File: config.mk
export PLATFORM = sky130hd
export DESIGN_NAME = acl_entry_match
export DESIGN_NICKNAME = d
export VERILOG_FILES = /design/src/hdl/acl_match_pkg.sv /design/src/hdl/addr_cond.sv /design/src/hdl/acl_entry_match.sv
export SDC_FILE = /design/constraint.sdc
export NUM_CORES = 1
export LEC_CHECK = 0
export ABC_CLOCK_PERIOD_IN_PS = 15600
export BUFFER_PORTS_ARGS = -buffer_cell sky130_fd_sc_hd__buf_2
export CORE_MARGIN = 3
export CORE_UTILIZATION = 63
export CTS_BUF_LIST = sky130_fd_sc_hd__clkbuf_4 sky130_fd_sc_hd__clkbuf_8
export DETAILED_ROUTE_END_ITERATION = 6
export GPL_TIMING_DRIVEN = 0
export PLACE_DENSITY = 0.9
export SLEW_MARGIN = 40
export SYNTH_ARGS = -nofsm -noshare
export SYNTH_HDL_FRONTEND = slang
export SYNTH_HIERARCHICAL = 1
export SYNTH_SLANG_ARGS = --single-unit
File: constraint.sdc
create_clock -name REF_CLK -period 15.6 [get_ports REF_CLK]
set_clock_uncertainty 0.2 [all_clocks]
set_input_delay 0.78 -clock REF_CLK [delete_from_list [all_inputs] [get_ports REF_CLK]]
set_output_delay 0.78 -clock REF_CLK [all_outputs]
set_load 0.02 [all_outputs]
File: src/hdl/acl_match_pkg.sv
// Purpose: constants and types for the ipv4 access list entry matcher
// Assumes: 32-bit register words, 8-bit register index
// Notes:   offsets are word indices on the plain register port
`default_nettype none
package acl_match_pkg;
	localparam int ADDR_W = 8;
	localparam int DATA_W = 32;

	// register offsets
	localparam logic [7:0] OFS_CTRL     = 8'h00;
	localparam logic [7:0] OFS_PROTO    = 8'h01;
	localparam logic [7:0] OFS_SRC_ADDR = 8'h02;
	localparam logic [7:0] OFS_SRC_MASK = 8'h03;
	localparam logic [7:0] OFS_DST_ADDR = 8'h04;
	localparam logic [7:0] OFS_DST_MASK = 8'h05;
	localparam logic [7:0] OFS_STATUS   = 8'h06;
	localparam logic [7:0] OFS_HIT_CNT  = 8'h07;

	// control field positions
	localparam int CTL_FTYPE_LSB = 0;
	localparam int CTL_PROTO_LSB = 2;
	localparam int CTL_TTL_LSB   = 5;
	localparam int CTL_FRAG_LSB  = 7;
	localparam int CTL_OPT_LSB   = 9;
	localparam int CTL_SRC_LSB   = 11;
	localparam int CTL_DST_LSB   = 13;
	localparam int CTL_USED      = 15;

	localparam logic [31:0] CTRL_RESET = 32'h0000_0000;
	localparam logic [31:0] WORD_ZERO  = 32'h0000_0000;
	localparam logic [31:0] MASK_RESET = 32'hFFFF_FFFF;

	// standard ip protocol numbers
	localparam logic [7:0] PROTO_ICMP = 8'h01;
	localparam logic [7:0] PROTO_TCP  = 8'h06;
	localparam logic [7:0] PROTO_UDP  = 8'h11;

	typedef enum logic [1:0] {FT_ANY, FT_IPV4, FT_OTHER} frame_sel_t;
	typedef enum logic [2:0] {PR_ANY, PR_SPECIFIC, PR_ICMP, PR_UDP,
		PR_TCP} proto_sel_t;
	typedef enum logic [1:0] {TRI_ANY, TRI_NO, TRI_YES} tri_sel_t;
	typedef enum logic [1:0] {AD_ANY, AD_HOST, AD_NET} addr_sel_t;
endpackage : acl_match_pkg
`default_nettype wire

File: src/hdl/addr_cond.sv
// Purpose: one ipv4 address condition (any, host or masked network)
// Assumes: combinational, same clock domain as the caller
// Notes:   instantiated for source and destination
`default_nettype none
module addr_cond
	import acl_match_pkg::*;
(
	input  wire logic [1:0]  sel,
	input  wire logic [31:0] cfg_addr,
	input  wire logic [31:0] cfg_mask,
	input  wire logic [31:0] frm_addr,
	output logic             ok
);
	always_comb
	begin
		unique case (addr_sel_t'(sel))
			AD_ANY:  ok = 1'b1;
			AD_HOST: ok = (frm_addr == cfg_addr);
			AD_NET:  ok = ((frm_addr & cfg_mask) == (cfg_addr & cfg_mask));
			default: ok = 1'b0; // unused code never matches
		endcase
	end
endmodule // addr_cond
`default_nettype wire

File: src/hdl/acl_entry_match.sv
// Purpose: decide whether an ipv4 frame hits one access list entry
// Assumes: parser gives a one-cycle header strobe with parsed fields
// Notes:   result is registered one cycle after the strobe
`default_nettype none
// Operation
// - entries hit only when entry frame type selects ipv4 and the frame is ipv4
// - protocol any ignores frame protocol number
// - specific protocol hits only on equal 8-bit protocol field
// - icmp, udp or tcp selection restricts protocol, enables sub-conditions when frame type selects ipv4
// - ttl zero rejects frames with ttl above zero
// - ttl non-zero allows ttl above zero; any ignores ttl
// - fragment no rejects more-fragments set or offset above zero
// - fragment yes needs fragmentation; any ignores it
// - options no rejects frames with options indication set
// - options yes needs options; any ignores the indication
// - source any ignores the source address
// - source host needs exact source address equality
// - source network compares source with address and mask
// - destination any ignores destination address
// - destination host needs exact destination address equality
// - destination network compares with address and mask
module acl_entry_match
	import acl_match_pkg::*;
(
	input  wire logic                REF_CLK,
	input  wire logic                RESET,
	input  wire logic [ADDR_W-1:0]   REG_ADDR,
	input  wire logic [DATA_W-1:0]   REG_WDATA,
	input  wire logic                REG_WR,
	input  wire logic                REG_RD,
	output logic      [DATA_W-1:0]   REG_RDATA,
	input  wire logic                HDR_VALID,
	input  wire logic                HDR_IS_IPV4,
	input  wire logic [7:0]          HDR_PROTO,
	input  wire logic [7:0]          HDR_TTL,
	input  wire logic                HDR_MORE_FRAG,
	input  wire logic [12:0]         HDR_FRAG_OFS,
	input  wire logic                HDR_HAS_OPT,
	input  wire logic [31:0]         HDR_SRC_ADDR,
	input  wire logic [31:0]         HDR_DST_ADDR,
	output logic                     MATCH_VALID,
	output logic                     MATCH_HIT,
	output logic                     SUB_ICMP_EN,
	output logic                     SUB_UDP_EN,
	output logic                     SUB_TCP_EN
);
	// configuration registers
	logic [CTL_USED-1:0] ctrl_q, ctrl_d;
	logic [7:0]          proto_q, proto_d;
	logic [31:0]         src_addr_q, src_addr_d;
	logic [31:0]         src_mask_q, src_mask_d;
	logic [31:0]         dst_addr_q, dst_mask_q;
	logic [31:0]         dst_addr_d, dst_mask_d;
	logic [31:0]         rdata_q, rdata_d;
	// match state
	logic                valid_q, valid_d;
	logic                hit_q, hit_d;
	logic                last_hit_q, last_hit_d;
	logic [31:0]         hit_cnt_q, hit_cnt_d;

	// decoded fields
	logic [1:0] ftype_f;
	logic [2:0] proto_f;
	logic [1:0] ttl_f, frag_f, opt_f, src_f, dst_f;
	assign ftype_f = ctrl_q[CTL_FTYPE_LSB +: 2];
	assign proto_f = ctrl_q[CTL_PROTO_LSB +: 3];
	assign ttl_f   = ctrl_q[CTL_TTL_LSB +: 2];
	assign frag_f  = ctrl_q[CTL_FRAG_LSB +: 2];
	assign opt_f   = ctrl_q[CTL_OPT_LSB +: 2];
	assign src_f   = ctrl_q[CTL_SRC_LSB +: 2];
	assign dst_f   = ctrl_q[CTL_DST_LSB +: 2];

	// register port
	always_comb
	begin
		ctrl_d     = ctrl_q;
		proto_d    = proto_q;
		src_addr_d = src_addr_q;
		src_mask_d = src_mask_q;
		dst_addr_d = dst_addr_q;
		dst_mask_d = dst_mask_q;
		rdata_d    = WORD_ZERO;
		if (REG_WR)
		begin
			unique case (REG_ADDR)
				OFS_CTRL:     ctrl_d     = REG_WDATA[CTL_USED-1:0];
				OFS_PROTO:    proto_d    = REG_WDATA[7:0];
				OFS_SRC_ADDR: src_addr_d = REG_WDATA;
				OFS_SRC_MASK: src_mask_d = REG_WDATA;
				OFS_DST_ADDR: dst_addr_d = REG_WDATA;
				OFS_DST_MASK: dst_mask_d = REG_WDATA;
				default:      ;
			endcase
		end
		if (REG_RD)
		begin
			unique case (REG_ADDR)
				OFS_CTRL:     rdata_d = {{(32-CTL_USED){1'b0}}, ctrl_q};
				OFS_PROTO:    rdata_d = {24'h00_0000, proto_q};
				OFS_SRC_ADDR: rdata_d = src_addr_q;
				OFS_SRC_MASK: rdata_d = src_mask_q;
				OFS_DST_ADDR: rdata_d = dst_addr_q;
				OFS_DST_MASK: rdata_d = dst_mask_q;
				OFS_STATUS:   rdata_d = {30'h0000_0000, last_hit_q, valid_q};
				OFS_HIT_CNT:  rdata_d = hit_cnt_q;
				default:      rdata_d = WORD_ZERO; // unmapped reads zero
			endcase
		end
	end

	always_ff @(posedge REF_CLK or posedge RESET)
	begin
		if (RESET)
		begin
			ctrl_q     <= CTRL_RESET[CTL_USED-1:0];
			proto_q    <= 8'h00;
			src_addr_q <= WORD_ZERO;
			src_mask_q <= MASK_RESET;
			dst_addr_q <= WORD_ZERO;
			dst_mask_q <= MASK_RESET;
			rdata_q    <= WORD_ZERO;
		end
		else
		begin
			ctrl_q     <= ctrl_d;
			proto_q    <= proto_d;
			src_addr_q <= src_addr_d;
			src_mask_q <= src_mask_d;
			dst_addr_q <= dst_addr_d;
			dst_mask_q <= dst_mask_d;
			rdata_q    <= rdata_d;
		end
	end
	assign REG_RDATA = rdata_q;

	// address conditions
	logic src_ok, dst_ok;
	addr_cond u_src (
		.sel      (src_f),
		.cfg_addr (src_addr_q),
		.cfg_mask (src_mask_q),
		.frm_addr (HDR_SRC_ADDR),
		.ok       (src_ok)
	);
	addr_cond u_dst (
		.sel      (dst_f),
		.cfg_addr (dst_addr_q),
		.cfg_mask (dst_mask_q),
		.frm_addr (HDR_DST_ADDR),
		.ok       (dst_ok)
	);

	// header conditions
	logic proto_ok, ttl_ok, frag_ok, opt_ok, is_frag, ipv4_sel;
	assign is_frag  = HDR_MORE_FRAG || (HDR_FRAG_OFS != 13'h0000);
	assign ipv4_sel = (frame_sel_t'(ftype_f) == FT_IPV4);

	always_comb
	begin
		unique case (proto_sel_t'(proto_f))
			PR_ANY:      proto_ok = 1'b1;
			PR_SPECIFIC: proto_ok = (HDR_PROTO == proto_q);
			PR_ICMP:     proto_ok = (HDR_PROTO == PROTO_ICMP);
			PR_UDP:      proto_ok = (HDR_PROTO == PROTO_UDP);
			PR_TCP:      proto_ok = (HDR_PROTO == PROTO_TCP);
			default:     proto_ok = 1'b0;
		endcase
		unique case (tri_sel_t'(ttl_f))
			TRI_ANY: ttl_ok = 1'b1;
			TRI_NO:  ttl_ok = (HDR_TTL == 8'h00);
			TRI_YES: ttl_ok = (HDR_TTL != 8'h00);
			default: ttl_ok = 1'b0;
		endcase
		unique case (tri_sel_t'(frag_f))
			TRI_ANY: frag_ok = 1'b1;
			TRI_NO:  frag_ok = !is_frag;
			TRI_YES: frag_ok = is_frag;
			default: frag_ok = 1'b0;
		endcase
		unique case (tri_sel_t'(opt_f))
			TRI_ANY: opt_ok = 1'b1;
			TRI_NO:  opt_ok = !HDR_HAS_OPT;
			TRI_YES: opt_ok = HDR_HAS_OPT;
			default: opt_ok = 1'b0;
		endcase
	end

	// sub-filter enables follow the protocol choice when frame type selects ipv4
	assign SUB_ICMP_EN = ipv4_sel && (proto_sel_t'(proto_f) == PR_ICMP);
	assign SUB_UDP_EN  = ipv4_sel && (proto_sel_t'(proto_f) == PR_UDP);
	assign SUB_TCP_EN  = ipv4_sel && (proto_sel_t'(proto_f) == PR_TCP);

	// combine and register the verdict
	always_comb
	begin
		valid_d    = HDR_VALID;
		hit_d      = 1'b0;
		last_hit_d = last_hit_q;
		hit_cnt_d  = hit_cnt_q;
		if (HDR_VALID)
		begin
			// non-ipv4 entry selection leaves the ipv4 checks unused
			if (ipv4_sel)
				hit_d = HDR_IS_IPV4 && proto_ok && ttl_ok && frag_ok
					&& opt_ok && src_ok && dst_ok;
			last_hit_d = hit_d;
			if (hit_d)
				hit_cnt_d = hit_cnt_q + 32'h0000_0001;
		end
	end

	always_ff @(posedge REF_CLK or posedge RESET)
	begin
		if (RESET)
		begin
			valid_q    <= 1'b0;
			hit_q      <= 1'b0;
			last_hit_q <= 1'b0;
			hit_cnt_q  <= WORD_ZERO;
		end
		else
		begin
			valid_q    <= valid_d;
			hit_q      <= hit_d;
			last_hit_q <= last_hit_d;
			hit_cnt_q  <= hit_cnt_d;
		end
	end
	assign MATCH_VALID = valid_q;
	assign MATCH_HIT   = hit_q;
endmodule // acl_entry_match
`default_nettype wire

-- Word-level counts from Yosys, hierarchy flattened
Index checks and enable logic that the tools add are counted.
- register bits: 218
- output and inout port bits: 37
- logic and storage cells: 86
- add/subtract/negate cells: 1
- eq/ne operators: 30
- muxes and demuxes: 11
- bitwise gates (word level): 4
- reduce and logical (&&, ||, !) cells: 29
- operator list (kind ; number):
    $pmux W32 S8 ; 1
    $and A32 B32 Y32 ; 4
    $eq A32 B32 Y1 ; 4
    $eq A8 B3 Y1 const B ; 5
    $add A32 B1 Y32 const B ; 1
    $mux W32 ; 1
    $eq A8 B1 Y1 const B ; 2
    $eq A8 B2 Y1 const B ; 2
    $logic_not A8 Y1 ; 2
    $pmux W1 S3 ; 5
    $reduce_and A2 Y1 ; 7
    $reduce_bool A13 Y1 ; 1
    $eq A2 B1 Y1 const B ; 6
    $eq A2 B2 Y1 const B ; 5
    $logic_not A2 Y1 ; 5
    $logic_and A1 B1 Y1 ; 9
    $eq A8 B5 Y1 const B ; 1
    $eq A8 B8 Y1 ; 1
    $reduce_bool A8 Y1 ; 1
    $eq A3 B2 Y1 const B ; 2
    $pmux W1 S5 ; 1
    $eq A3 B1 Y1 const B ; 1
    $eq A3 B3 Y1 const B ; 1
    $logic_not A3 Y1 ; 1
    other kinds (3) ; 6

-- Longest topological paths before layout
Gate-level depths: netlist of the first run.
- depth after elaboration: 11
- gate-level depth with buffers: 12
- gate-level depth less buffers: 11

-- Hierarchy
The synthesis of the first run kept the hierarchy.
- by module, submodules not included (module ; times used ; cells each ; area an instance (µm²) ; seq. area each (µm²)):
    acl_entry_match ; 1 ; 802 ; 9978.3 ; 5535.3
    addr_cond ; 2 ; 66 ; 513.0 ; 0.0

-- Worst setup path after synthesis of the first run
Ideal clock, no wire load.
- kind: in2reg
- from: input port HDR_DST_ADDR[18]
- to: register hit_cnt_q[17]
- data arrival time: 3.154 ns
- required time: 15.276 ns
- setup slack: 12.122 ns
- cell stages on the path: 12
- path buffers: 2
- path through: xor2_1 a22oi_1 nand4_1 or3_1 o2bb2ai_1 nand4_1 a2111oi_0 and3_1 clkbuf_1 clkbuf_1 nand4_1 xnor2_1
- longest elaborated chain between the ends: 7
- elaborated cells between the ends (all ways): 8
- those cells by class: eq/ne (2); mux (3); bitwise (1); reduce/logical (2)
- RTL lines (what ; RTL line ; RTL):
    start: declaration ; acl_entry_match.sv:40 ; input wire logic [31:0] HDR_DST_ADDR,
    $and A32 B32 Y32 ; addr_cond.sv:19 ; AD_NET: ok = ((frm_addr & cfg_mask) == (cfg_addr & cfg_mask));
    $eq A32 B32 Y1 ; addr_cond.sv:19 ;
    $pmux W1 S3 (*) ; addr_cond.sv:16 ; unique case (addr_sel_t'(sel))
    via dst_ok ; acl_entry_match.sv:137 ; logic src_ok, dst_ok;
    $logic_and A1 B1 Y1 (*) ; acl_entry_match.sv:205 ; && opt_ok && src_ok && dst_ok;
    $mux W1 (*) ; acl_entry_match.sv:203 ; if (ipv4_sel)
    $mux W1 (*) ; acl_entry_match.sv:200 ; if (HDR_VALID)
    $reduce_and A2 Y1 (no line) (*) ; - ;
    end signal: assignment ; acl_entry_match.sv:226 ; hit_cnt_q <= hit_cnt_d;
    end: declaration ; acl_entry_match.sv:59 ; logic [31:0] hit_cnt_q, hit_cnt_d;
The timed path passes the listed nets; every way through them passes the cells marked *. The select of a mux whose other input is x is not followed.
A chain may end at the register's enable or synchronous reset.

-- Final worst setup path of the first run
- from: register dst_addr_q[6]
- to: register hit_cnt_q[17]
- longest elaborated chain between the ends: 7
- elaborated cells between the ends (all ways): 8
- those cells by class: eq/ne (2); mux (3); bitwise (1); reduce/logical (2)
- RTL lines (what ; RTL line ; RTL):
    start: declaration ; acl_entry_match.sv:52 ; logic [31:0] dst_addr_q, dst_mask_q;
    start signal: assignment ; acl_entry_match.sv:129 ; dst_addr_q <= dst_addr_d;
    $and A32 B32 Y32 ; addr_cond.sv:19 ;
    $eq A32 B32 Y1 ; addr_cond.sv:19 ;
    $pmux W1 S3 (*) ; addr_cond.sv:16 ;
    via dst_ok ; acl_entry_match.sv:137 ;
    $logic_and A1 B1 Y1 (*) ; acl_entry_match.sv:205 ;
    $mux W1 (*) ; acl_entry_match.sv:203 ;
    $mux W1 (*) ; acl_entry_match.sv:200 ;
    $reduce_and A2 Y1 (no line) (*) ; - ;
Marked as above.

==> results of run 1 <==
-- per-layer routing --
metal | global-route usage | routed length, um | vias to the layer above
met1 | 0.510 | 13900 | 4597
met4 | 0.205 | 2240 | 2
met5 | 0 | 17 | -
li1 | - | - | 3900
met2 | 0.596 | 17100 | 709
met3 | 0.0960 | 4150 | 158
-- cells in the final DEF (no fill, tap or decap), types with 20 or more instances in the layout --
cell | synthesis | layout
dfstp_2 | 64 | 64
nand4_1 | 30 | 30
nand2_1 | 66 | 66
nor4_1 | 21 | 21
nor2_1 | 20 | 20
mux2_2 | 145 | 145
buf_2 | 17 | 194
a21oi_1 | 28 | 28
clkbuf_1 | 24 | 22
xnor2_1 | 33 | 33
dfrtp_1 | 154 | 154
a22oi_1 | 58 | 58
clkbuf_8 | 0 | 45
o21ai_0 | 27 | 27
xor2_1 | 66 | 66
mux2i_1 | 30 | 30
-- cell type report --
type | instances | area (sq um)
Sequential cell | 218 | 5540
Timing Repair Buffer | 181 | 971
Fill cell | 1105 | 3800
Clock buffer | 61 | 739
Tap cell | 220 | 275
Multi-Input combinational cell | 657 | 5210
Inverter | 10 | 45.0
Buffer | 49 | 228
Clock inverter | 3 | 15.0
-- cells in the mapped netlist, types with 4 or more instances --
| cell | instances |
|---|---|
| nor3_1 | 8 |
| dfstp_2 | 64 |
| mux2i_1 | 30 |
| nor2b_1 | 6 |
| clkbuf_1 | 24 |
| a31oi_1 | 11 |
| mux2_2 | 145 |
| buf_2 | 17 |
| nor2_1 | 20 |
| and3_1 | 14 |
| a22oi_1 | 58 |
| mux2_4 | 10 |
| nand4_1 | 30 |
| buf_1 | 4 |
| a222oi_1 | 9 |
| nand3_1 | 19 |
| inv_1 | 10 |
| and2_1 | 7 |
| a21oi_1 | 28 |
| nor4_1 | 21 |
| dfrtp_1 | 154 |
| o21ai_0 | 27 |
| xnor2_1 | 33 |
| nand2_1 | 66 |
| xor2_1 | 66 |
-- power by group through the flow --
| stage | clock network, uW | registers, uW | logic, uW |
|---|---|---|---|
| after floorplan | 0 | 613 | 70.3 |
| after global placement | 0 | 620 | 123 |
| after detailed placement | 0 | 621 | 128 |
| after CTS | 530 | 612 | 130 |
| after global routing | 563 | 614 | 140 |
| final | 530 | 613 | 133 |
-- worst max-delay path by stage --
stage                               from                        end  slack (ns)
6_report       dst_addr_q[6]$_DFFE_PP0P_  hit_cnt_q[17]$_DFFE_PP0P_       11.08
5_1_grt        dst_addr_q[7]$_DFFE_PP0P_  hit_cnt_q[13]$_DFFE_PP0P_       10.93
4_1_cts        dst_addr_q[7]$_DFFE_PP0P_  hit_cnt_q[17]$_DFFE_PP0P_       11.22
3_5_place_dp             HDR_DST_ADDR[7]  hit_cnt_q[17]$_DFFE_PP0P_       10.71
3_3_place_gp                       RESET     proto_q[5]$_DFFE_PP0P_        6.52
2_1_floorplan                      RESET        MATCH_HIT$_DFF_PP0_        8.76
-- registers in the layout, indices dropped and copies added (netlist names) --
signal and flops:
REG_RDATA 32, dst_addr_q 32, dst_mask_q 32, hit_cnt_q 32, src_addr_q 32, src_mask_q 32, ctrl_q 15, proto_q 8
MATCH_HIT 1, MATCH_VALID 1, last_hit_q 1
-- kinds of logic after synthesis --
logic type | Yosys count
AOI/OAI and AO/OA | 156
xor gates and xnor gates | 99
adders and majority gates | 1
buffers and inverters | 59
DFF | 218
muxes | 187
and+or+nand+nor | 214
-- repair_timing --
action                    4_1_cts  5_1_grt
hold endpoints to repair       11        0
buffers inserted                0        0
hold buffers                    1        0
-- through the flow --
stage	util	hold WS [ns]
finish	0.774	0.221
global route	0.774	0.199
CTS	0.774	0.202
detailed placement	0.728	0.288
global placement	0.723	0.276
floorplan	-	0.245
==> impl_metrics.json, run 1 <==
{
  "leakage_uw": 0.00614,
  "grt_start_max_net_pins": 81,
  "grt_first_pass_wirelength_um": 56700,
  "crit_cells": 12,
  "first_pass_iters": 6,
  "power_uw": 1280,
  "first_global_vias": 9614,
  "track_usage": 0.386,
  "fmax_mhz": 221,
  "die-area_sq_um": 19100,
  "internal-power_uw": 943,
  "rsz0062_at_grt": "no",
  "place_inst": 1334,
  "synth_top_family_by_area": "multiplexers",
  "critPathTopFamily": "compound AO/OA/AOI/OAI gates",
  "hold_class": "input port to flop",
  "worstPathCellList": "xor2_1 -> a22oi_1 -> nand4_1 -> or3_1 -> o2bb2ai_1 -> nand4_1 -> a2111oi_0 -> and3_1 -> clkbuf_1 -> clkbuf_1 -> nand4_1 -> xnor2_1",
  "ir_drop_v": 0.0000904,
  "finalWirelength_um": 37300,
  "cts.clk_slew.worst_paths_ns": 0.06,
  "clk_latency_ns": 0.53,
  "maxCapViolations": 0,
  "drc": 0,
  "ys_seq_area_frac": 0.503,
  "core_sq_um": 16800,
  "clock_sinks": 218,
  "postSynthCellCount": 934,
  "fin_setup_tns_ns": 0,
  "dominantRegCellSynth": "dfrtp_1",
  "power_per_cell_area_nw_per_um2": 98.0,
  "start_kind": "flop",
  "drtIter0Drc": 1134,
  "syn_area_per_cell_sq_um": 11.8,
  "p_comb_frac": 0.105,
  "status": "finished clean",
  "place.gp.congestion": 1.07,
  "gr-total-overflow": 0,
  "setup_viol": 0,
  "syn_to_final_growth_pct": 18.3,
  "sequentialPowerShare": 0.480,
  "cts_htree_levels": 2,
  "crit_top_cell": "nand4_1",
  "synth_warnings": 6,
  "max-slew-margin-rel": 0.440,
  "synth-simple-area-share": 0.105,
  "period_share": 0.289,
  "core.rowCount": 47,
  "crit_buf_inv": 2,
  "max_stage_delay_ns": 0.67,
  "synth_edf_count": 0,
  "start_util": 0.654,
  "min_path_cells": 1,
  "ios": 178,
  "r2r-start": "dst_addr_q[6]$_DFFE_PP0P_",
  "n_antenna_cell": 0,
  "muxShareOfSynthArea": 0.191,
  "critical_path.slowest_cell": "a2111oi_0",
  "worstMarginPinSlew_ns": 0.840,
  "dp_hpwl_um": 27800,
  "fin_area_sq_um": 13000,
  "synth_area_leaders": "dfrtp_1 (35%), dfstp_2 (15%), mux2_2 (15%)",
  "hold_violations": 0,
  "yosys_register_bits": 218,
  "die-width_um": 138,
  "die_height_um": 138,
  "critical_path.reg2reg.endpoint": "hit_cnt_q[17]$_DFFE_PP0P_",
  "place_area_sq_um": 12300,
  "synthArstFlopShare": 1.00,
  "rr_worst_depth": 12,
  "cts-resized-gates": 0,
  "power_switching_uw": 333,
  "arrival_ns": 4.72,
  "cts_made_buffers": 37,
  "num_vias": 9366,
  "min_from": "HDR_VALID",
  "cts.root.buffer_cell": "clkbuf_8",
  "reg2reg_slack_ns": 11.08,
  "synth_top_area_frac": 0.350,
  "synth_nets": 1076,
  "io_buffer_count": 177,
  "wire_per_inst_um": 26.7,
  "critPathKind": "flop to flop",
  "required_ns": 15.81,
  "end_kind": "flop",
  "cts_tree": "built",
  "p_clk_frac": 0.415,
  "synth_top_area_cell": "dfrtp_1",
  "instances_no_fill": 1399,
  "antenna_found_initial": 1,
  "sw_frac_of_total": 0.261,
  "fin_crit_ns": 4.52,
  "clock_path_buffers": 3,
  "drive_above_1_share": 0.422,
  "place_ws_ns": 10.71,
  "yosys.area_share.adder": 0.00114,
  "drtAntennaViolNets": 0,
  "final_nets": 1296,
  "worst_slack_ns": 11.08,
  "min_to": "MATCH_VALID$_DFF_PP0_",
  "viasPerCell": 6.69,
  "synth_compound_area_frac": 0.0968,
  "slew_violations": 0,
  "syn-cell-area_sq_um": 11000,
  "synthXorXnorAreaFrac": 0.0788,
  "post_synth_num_cell_types": 58,
  "critPathMaxFanout": 10
}
(Power assumes the default switching activity.)
==> run 2, diff against run 1 <==
--- a/config.mk
+++ b/config.mk
@@ -5,14 +5,14 @@
 export SDC_FILE = /design/constraint.sdc
 export NUM_CORES = 1
 export LEC_CHECK = 0
-export ABC_CLOCK_PERIOD_IN_PS = 15600
+export ABC_CLOCK_PERIOD_IN_PS = 4200
 export BUFFER_PORTS_ARGS = -buffer_cell sky130_fd_sc_hd__buf_2
 export CORE_MARGIN = 3
-export CORE_UTILIZATION = 63
+export CORE_UTILIZATION = 59
 export CTS_BUF_LIST = sky130_fd_sc_hd__clkbuf_4 sky130_fd_sc_hd__clkbuf_8
 export DETAILED_ROUTE_END_ITERATION = 6
 export GPL_TIMING_DRIVEN = 0
-export PLACE_DENSITY = 0.9
+export PLACE_DENSITY = 0.85
 export SLEW_MARGIN = 40
 export SYNTH_ARGS = -nofsm -noshare
 export SYNTH_HDL_FRONTEND = slang
==> constraint.sdc (replaced) <==
create_clock -name REF_CLK -period 4.2 [get_ports REF_CLK]
set_clock_uncertainty 0.2 [all_clocks]
set_input_delay 0.21 -clock REF_CLK [delete_from_list [all_inputs] [get_ports REF_CLK]]
set_output_delay 0.21 -clock REF_CLK [all_outputs]
set_load 0.02 [all_outputs]
==> impl_metrics.json, run 2 (synthesis results as in run 1) <==
{
  "drtIter0Drc": 1051,
  "drc": 0,
  "status": "finished clean",
  "wire_per_inst_um": 27.2,
  "cts_made_buffers": 37,
  "die-area_sq_um": 20300,
  "most-common-layout-cells": "buf_2 (194), dfrtp_1 (154), mux2_2 (145), nand2_1 (66), xor2_1 (66)",
  "grt_busiest_layer": "met2",
  "cts_htree_levels": 2,
  "die-width_um": 143,
  "num_vias": 9620,
  "ios": 178,
  "place_inst": 1351,
  "instances_no_fill": 1454,
  "cts.clk_slew.worst_paths_ns": 0.06,
  "first_pass_iters": 6,
  "max_stage_delay_ns": 0.43,
  "worstMarginPinSlew_ns": 0.931,
  "rr_worst_depth": 12,
  "first_global_vias": 9668,
  "reg2reg_slack_ns": 0.14,
  "dp_hpwl_um": 29400,
  "critical_path.slowest_cell": "a2111oi_2",
  "critPathKind": "flop to flop",
  "track_usage": 0.386,
  "setup_viol": 0,
  "clock_sinks": 218,
  "antenna_found_initial": 4,
  "cts_setup_buffers": 0,
  "crit_buf_inv": 2,
  "critPathMaxFanout": 10,
  "end_kind": "flop",
  "hold_violations": 0,
  "crit_top_cell": "nand4_1",
  "grt_start_max_net_pins": 27,
  "multiInputGateArea_sq_um": 5210,
  "maxCapViolations": 0,
  "fin_crit_ns": 4.06,
  "place.gp.congestion": 1.01,
  "power_per_cell_area_nw_per_um2": 366,
  "register_area_sq_um": 5540,
  "core_sq_um": 18100,
  "fmax_mhz": 246,
  "viasPerCell": 6.62,
  "hold_class": "input port to async pin",
  "period_share": 0.968,
  "cts.root.buffer_cell": "clkbuf_8",
  "max-slew-margin-rel": 0.380,
  "endpoint": "hit_cnt_q[17]$_DFFE_PP0P_",
  "gr-total-overflow": 0,
  "clk_latency_ns": 0.55,
  "r2r-start": "src_addr_q[7]$_DFFE_PP0P_",
  "crit_cells": 12,
  "use_met2": 0.603,
  "rsz0062_at_grt": "no",
  "leakage_uw": 0.00640,
  "cts_tree": "built",
  "final_common_cell": "buf_2",
  "clock_path_buffers": 3,
  "slew_violations": 0,
  "critPathTopFamily": "compound AO/OA/AOI/OAI gates",
  "critical_path.reg2reg.endpoint": "hit_cnt_q[17]$_DFFE_PP0P_",
  "global_route.usage.met1": 0.512,
  "arrival_ns": 4.29,
  "start_kind": "flop",
  "core.rowCount": 49,
  "crit_path_start": "src_addr_q[7]$_DFFE_PP0P_",
  "die_height_um": 143,
  "finalWirelength_um": 39600,
  "syn_to_final_growth_pct": 24.0,
  "drive_above_1_share": 0.416,
  "worstPathCellList": "xor2_1 -> a22oi_1 -> nand4_1 -> or3_1 -> o2bb2ai_1 -> nand4_1 -> a2111oi_2 -> and3_1 -> clkbuf_1 -> clkbuf_2 -> nand4_1 -> xnor2_1",
  "fin_setup_tns_ns": 0,
  "nFillCells": 1189,
  "final_nets": 1339,
  "ir_drop_v": 0.000314,
  "drtAntennaViolNets": 0,
  "start_util": 0.606,
  "io_buffer_count": 177,
  "grt_first_pass_wirelength_um": 58300,
  "use_met3": 0.0901,
  "required_ns": 4.42,
  "power_uw": 4990
}
[run 2: cell types whose count changed in the layout (fill, tap and decap cells not counted), sizes merged]
cell         before  now
buf             204  213
bufinv            0    2
clkbuf           86   84
clkinv            3    2
clkinvlp          0    2
diode             0    1
dlygate4sd3       1   36
[run 2: worst min-delay path by stage]
stage               startpoint                        end  cells after the start
floorplan            HDR_VALID      MATCH_VALID$_DFF_PP0_                      0
global placement     HDR_VALID      MATCH_VALID$_DFF_PP0_                      1
detailed placement       RESET  hit_cnt_q[13]$_DFFE_PP0P_                      2
CTS                      RESET  hit_cnt_q[13]$_DFFE_PP0P_                      3
global route             RESET  hit_cnt_q[13]$_DFFE_PP0P_                      3
finish                   RESET  hit_cnt_q[13]$_DFFE_PP0P_                      3
[run 2: cell type report]
type	instances	area share
Antenna cell	1	0.000183
Buffer	49	0.0167
Clock buffer	60	0.0550
Clock inverter	6	0.00633
Inverter	10	0.00303
Multi-Input combinational cell	657	0.382
Sequential cell	218	0.406
Tap cell	229	0.0210
Timing Repair Buffer	224	0.110
[run 2: worst min-delay path, delay by kind of cell]
family	cells	cell delay [ns]
buffers and inverters	3	0.98
[run 2: per-layer routing]
layer  wire, um  share of wire  up-vias
met4       2220          0.056        6
met3       4460           0.11      175
li1           -              -     3993
met5         41         0.0010        -
met2      18000           0.46      703
met1      14800           0.37     4743
[run 2: power breakdown]
part	switching (uW)	internal [uW]
sequential	78.1	2200
clock	906	1260
combinational	314	234
[run 2: metrics by stage]
step	utilization	setup slack (ns)	area (sq um)	hold slack, ns
after floorplan	-	1.00	11000	0.0414
after detailed placement	0.685	-0.0772	12400	0.0360
final	0.752	0.136	13600	0.0288
after global routing	0.752	0.0923	13600	0.0523
after CTS	0.751	0.104	13600	0.0116
after global placement	0.671	-0.261	12200	0.171
[run 2: repair_timing]
action | 4_1_cts | 5_1_grt
gates resized for setup | 1 | 2
hold buffers | 36 | 0
hold endpoints to repair | 269 | 0
endpoints found under the setup margin | 10 | 25
pin swaps | 0 | 0
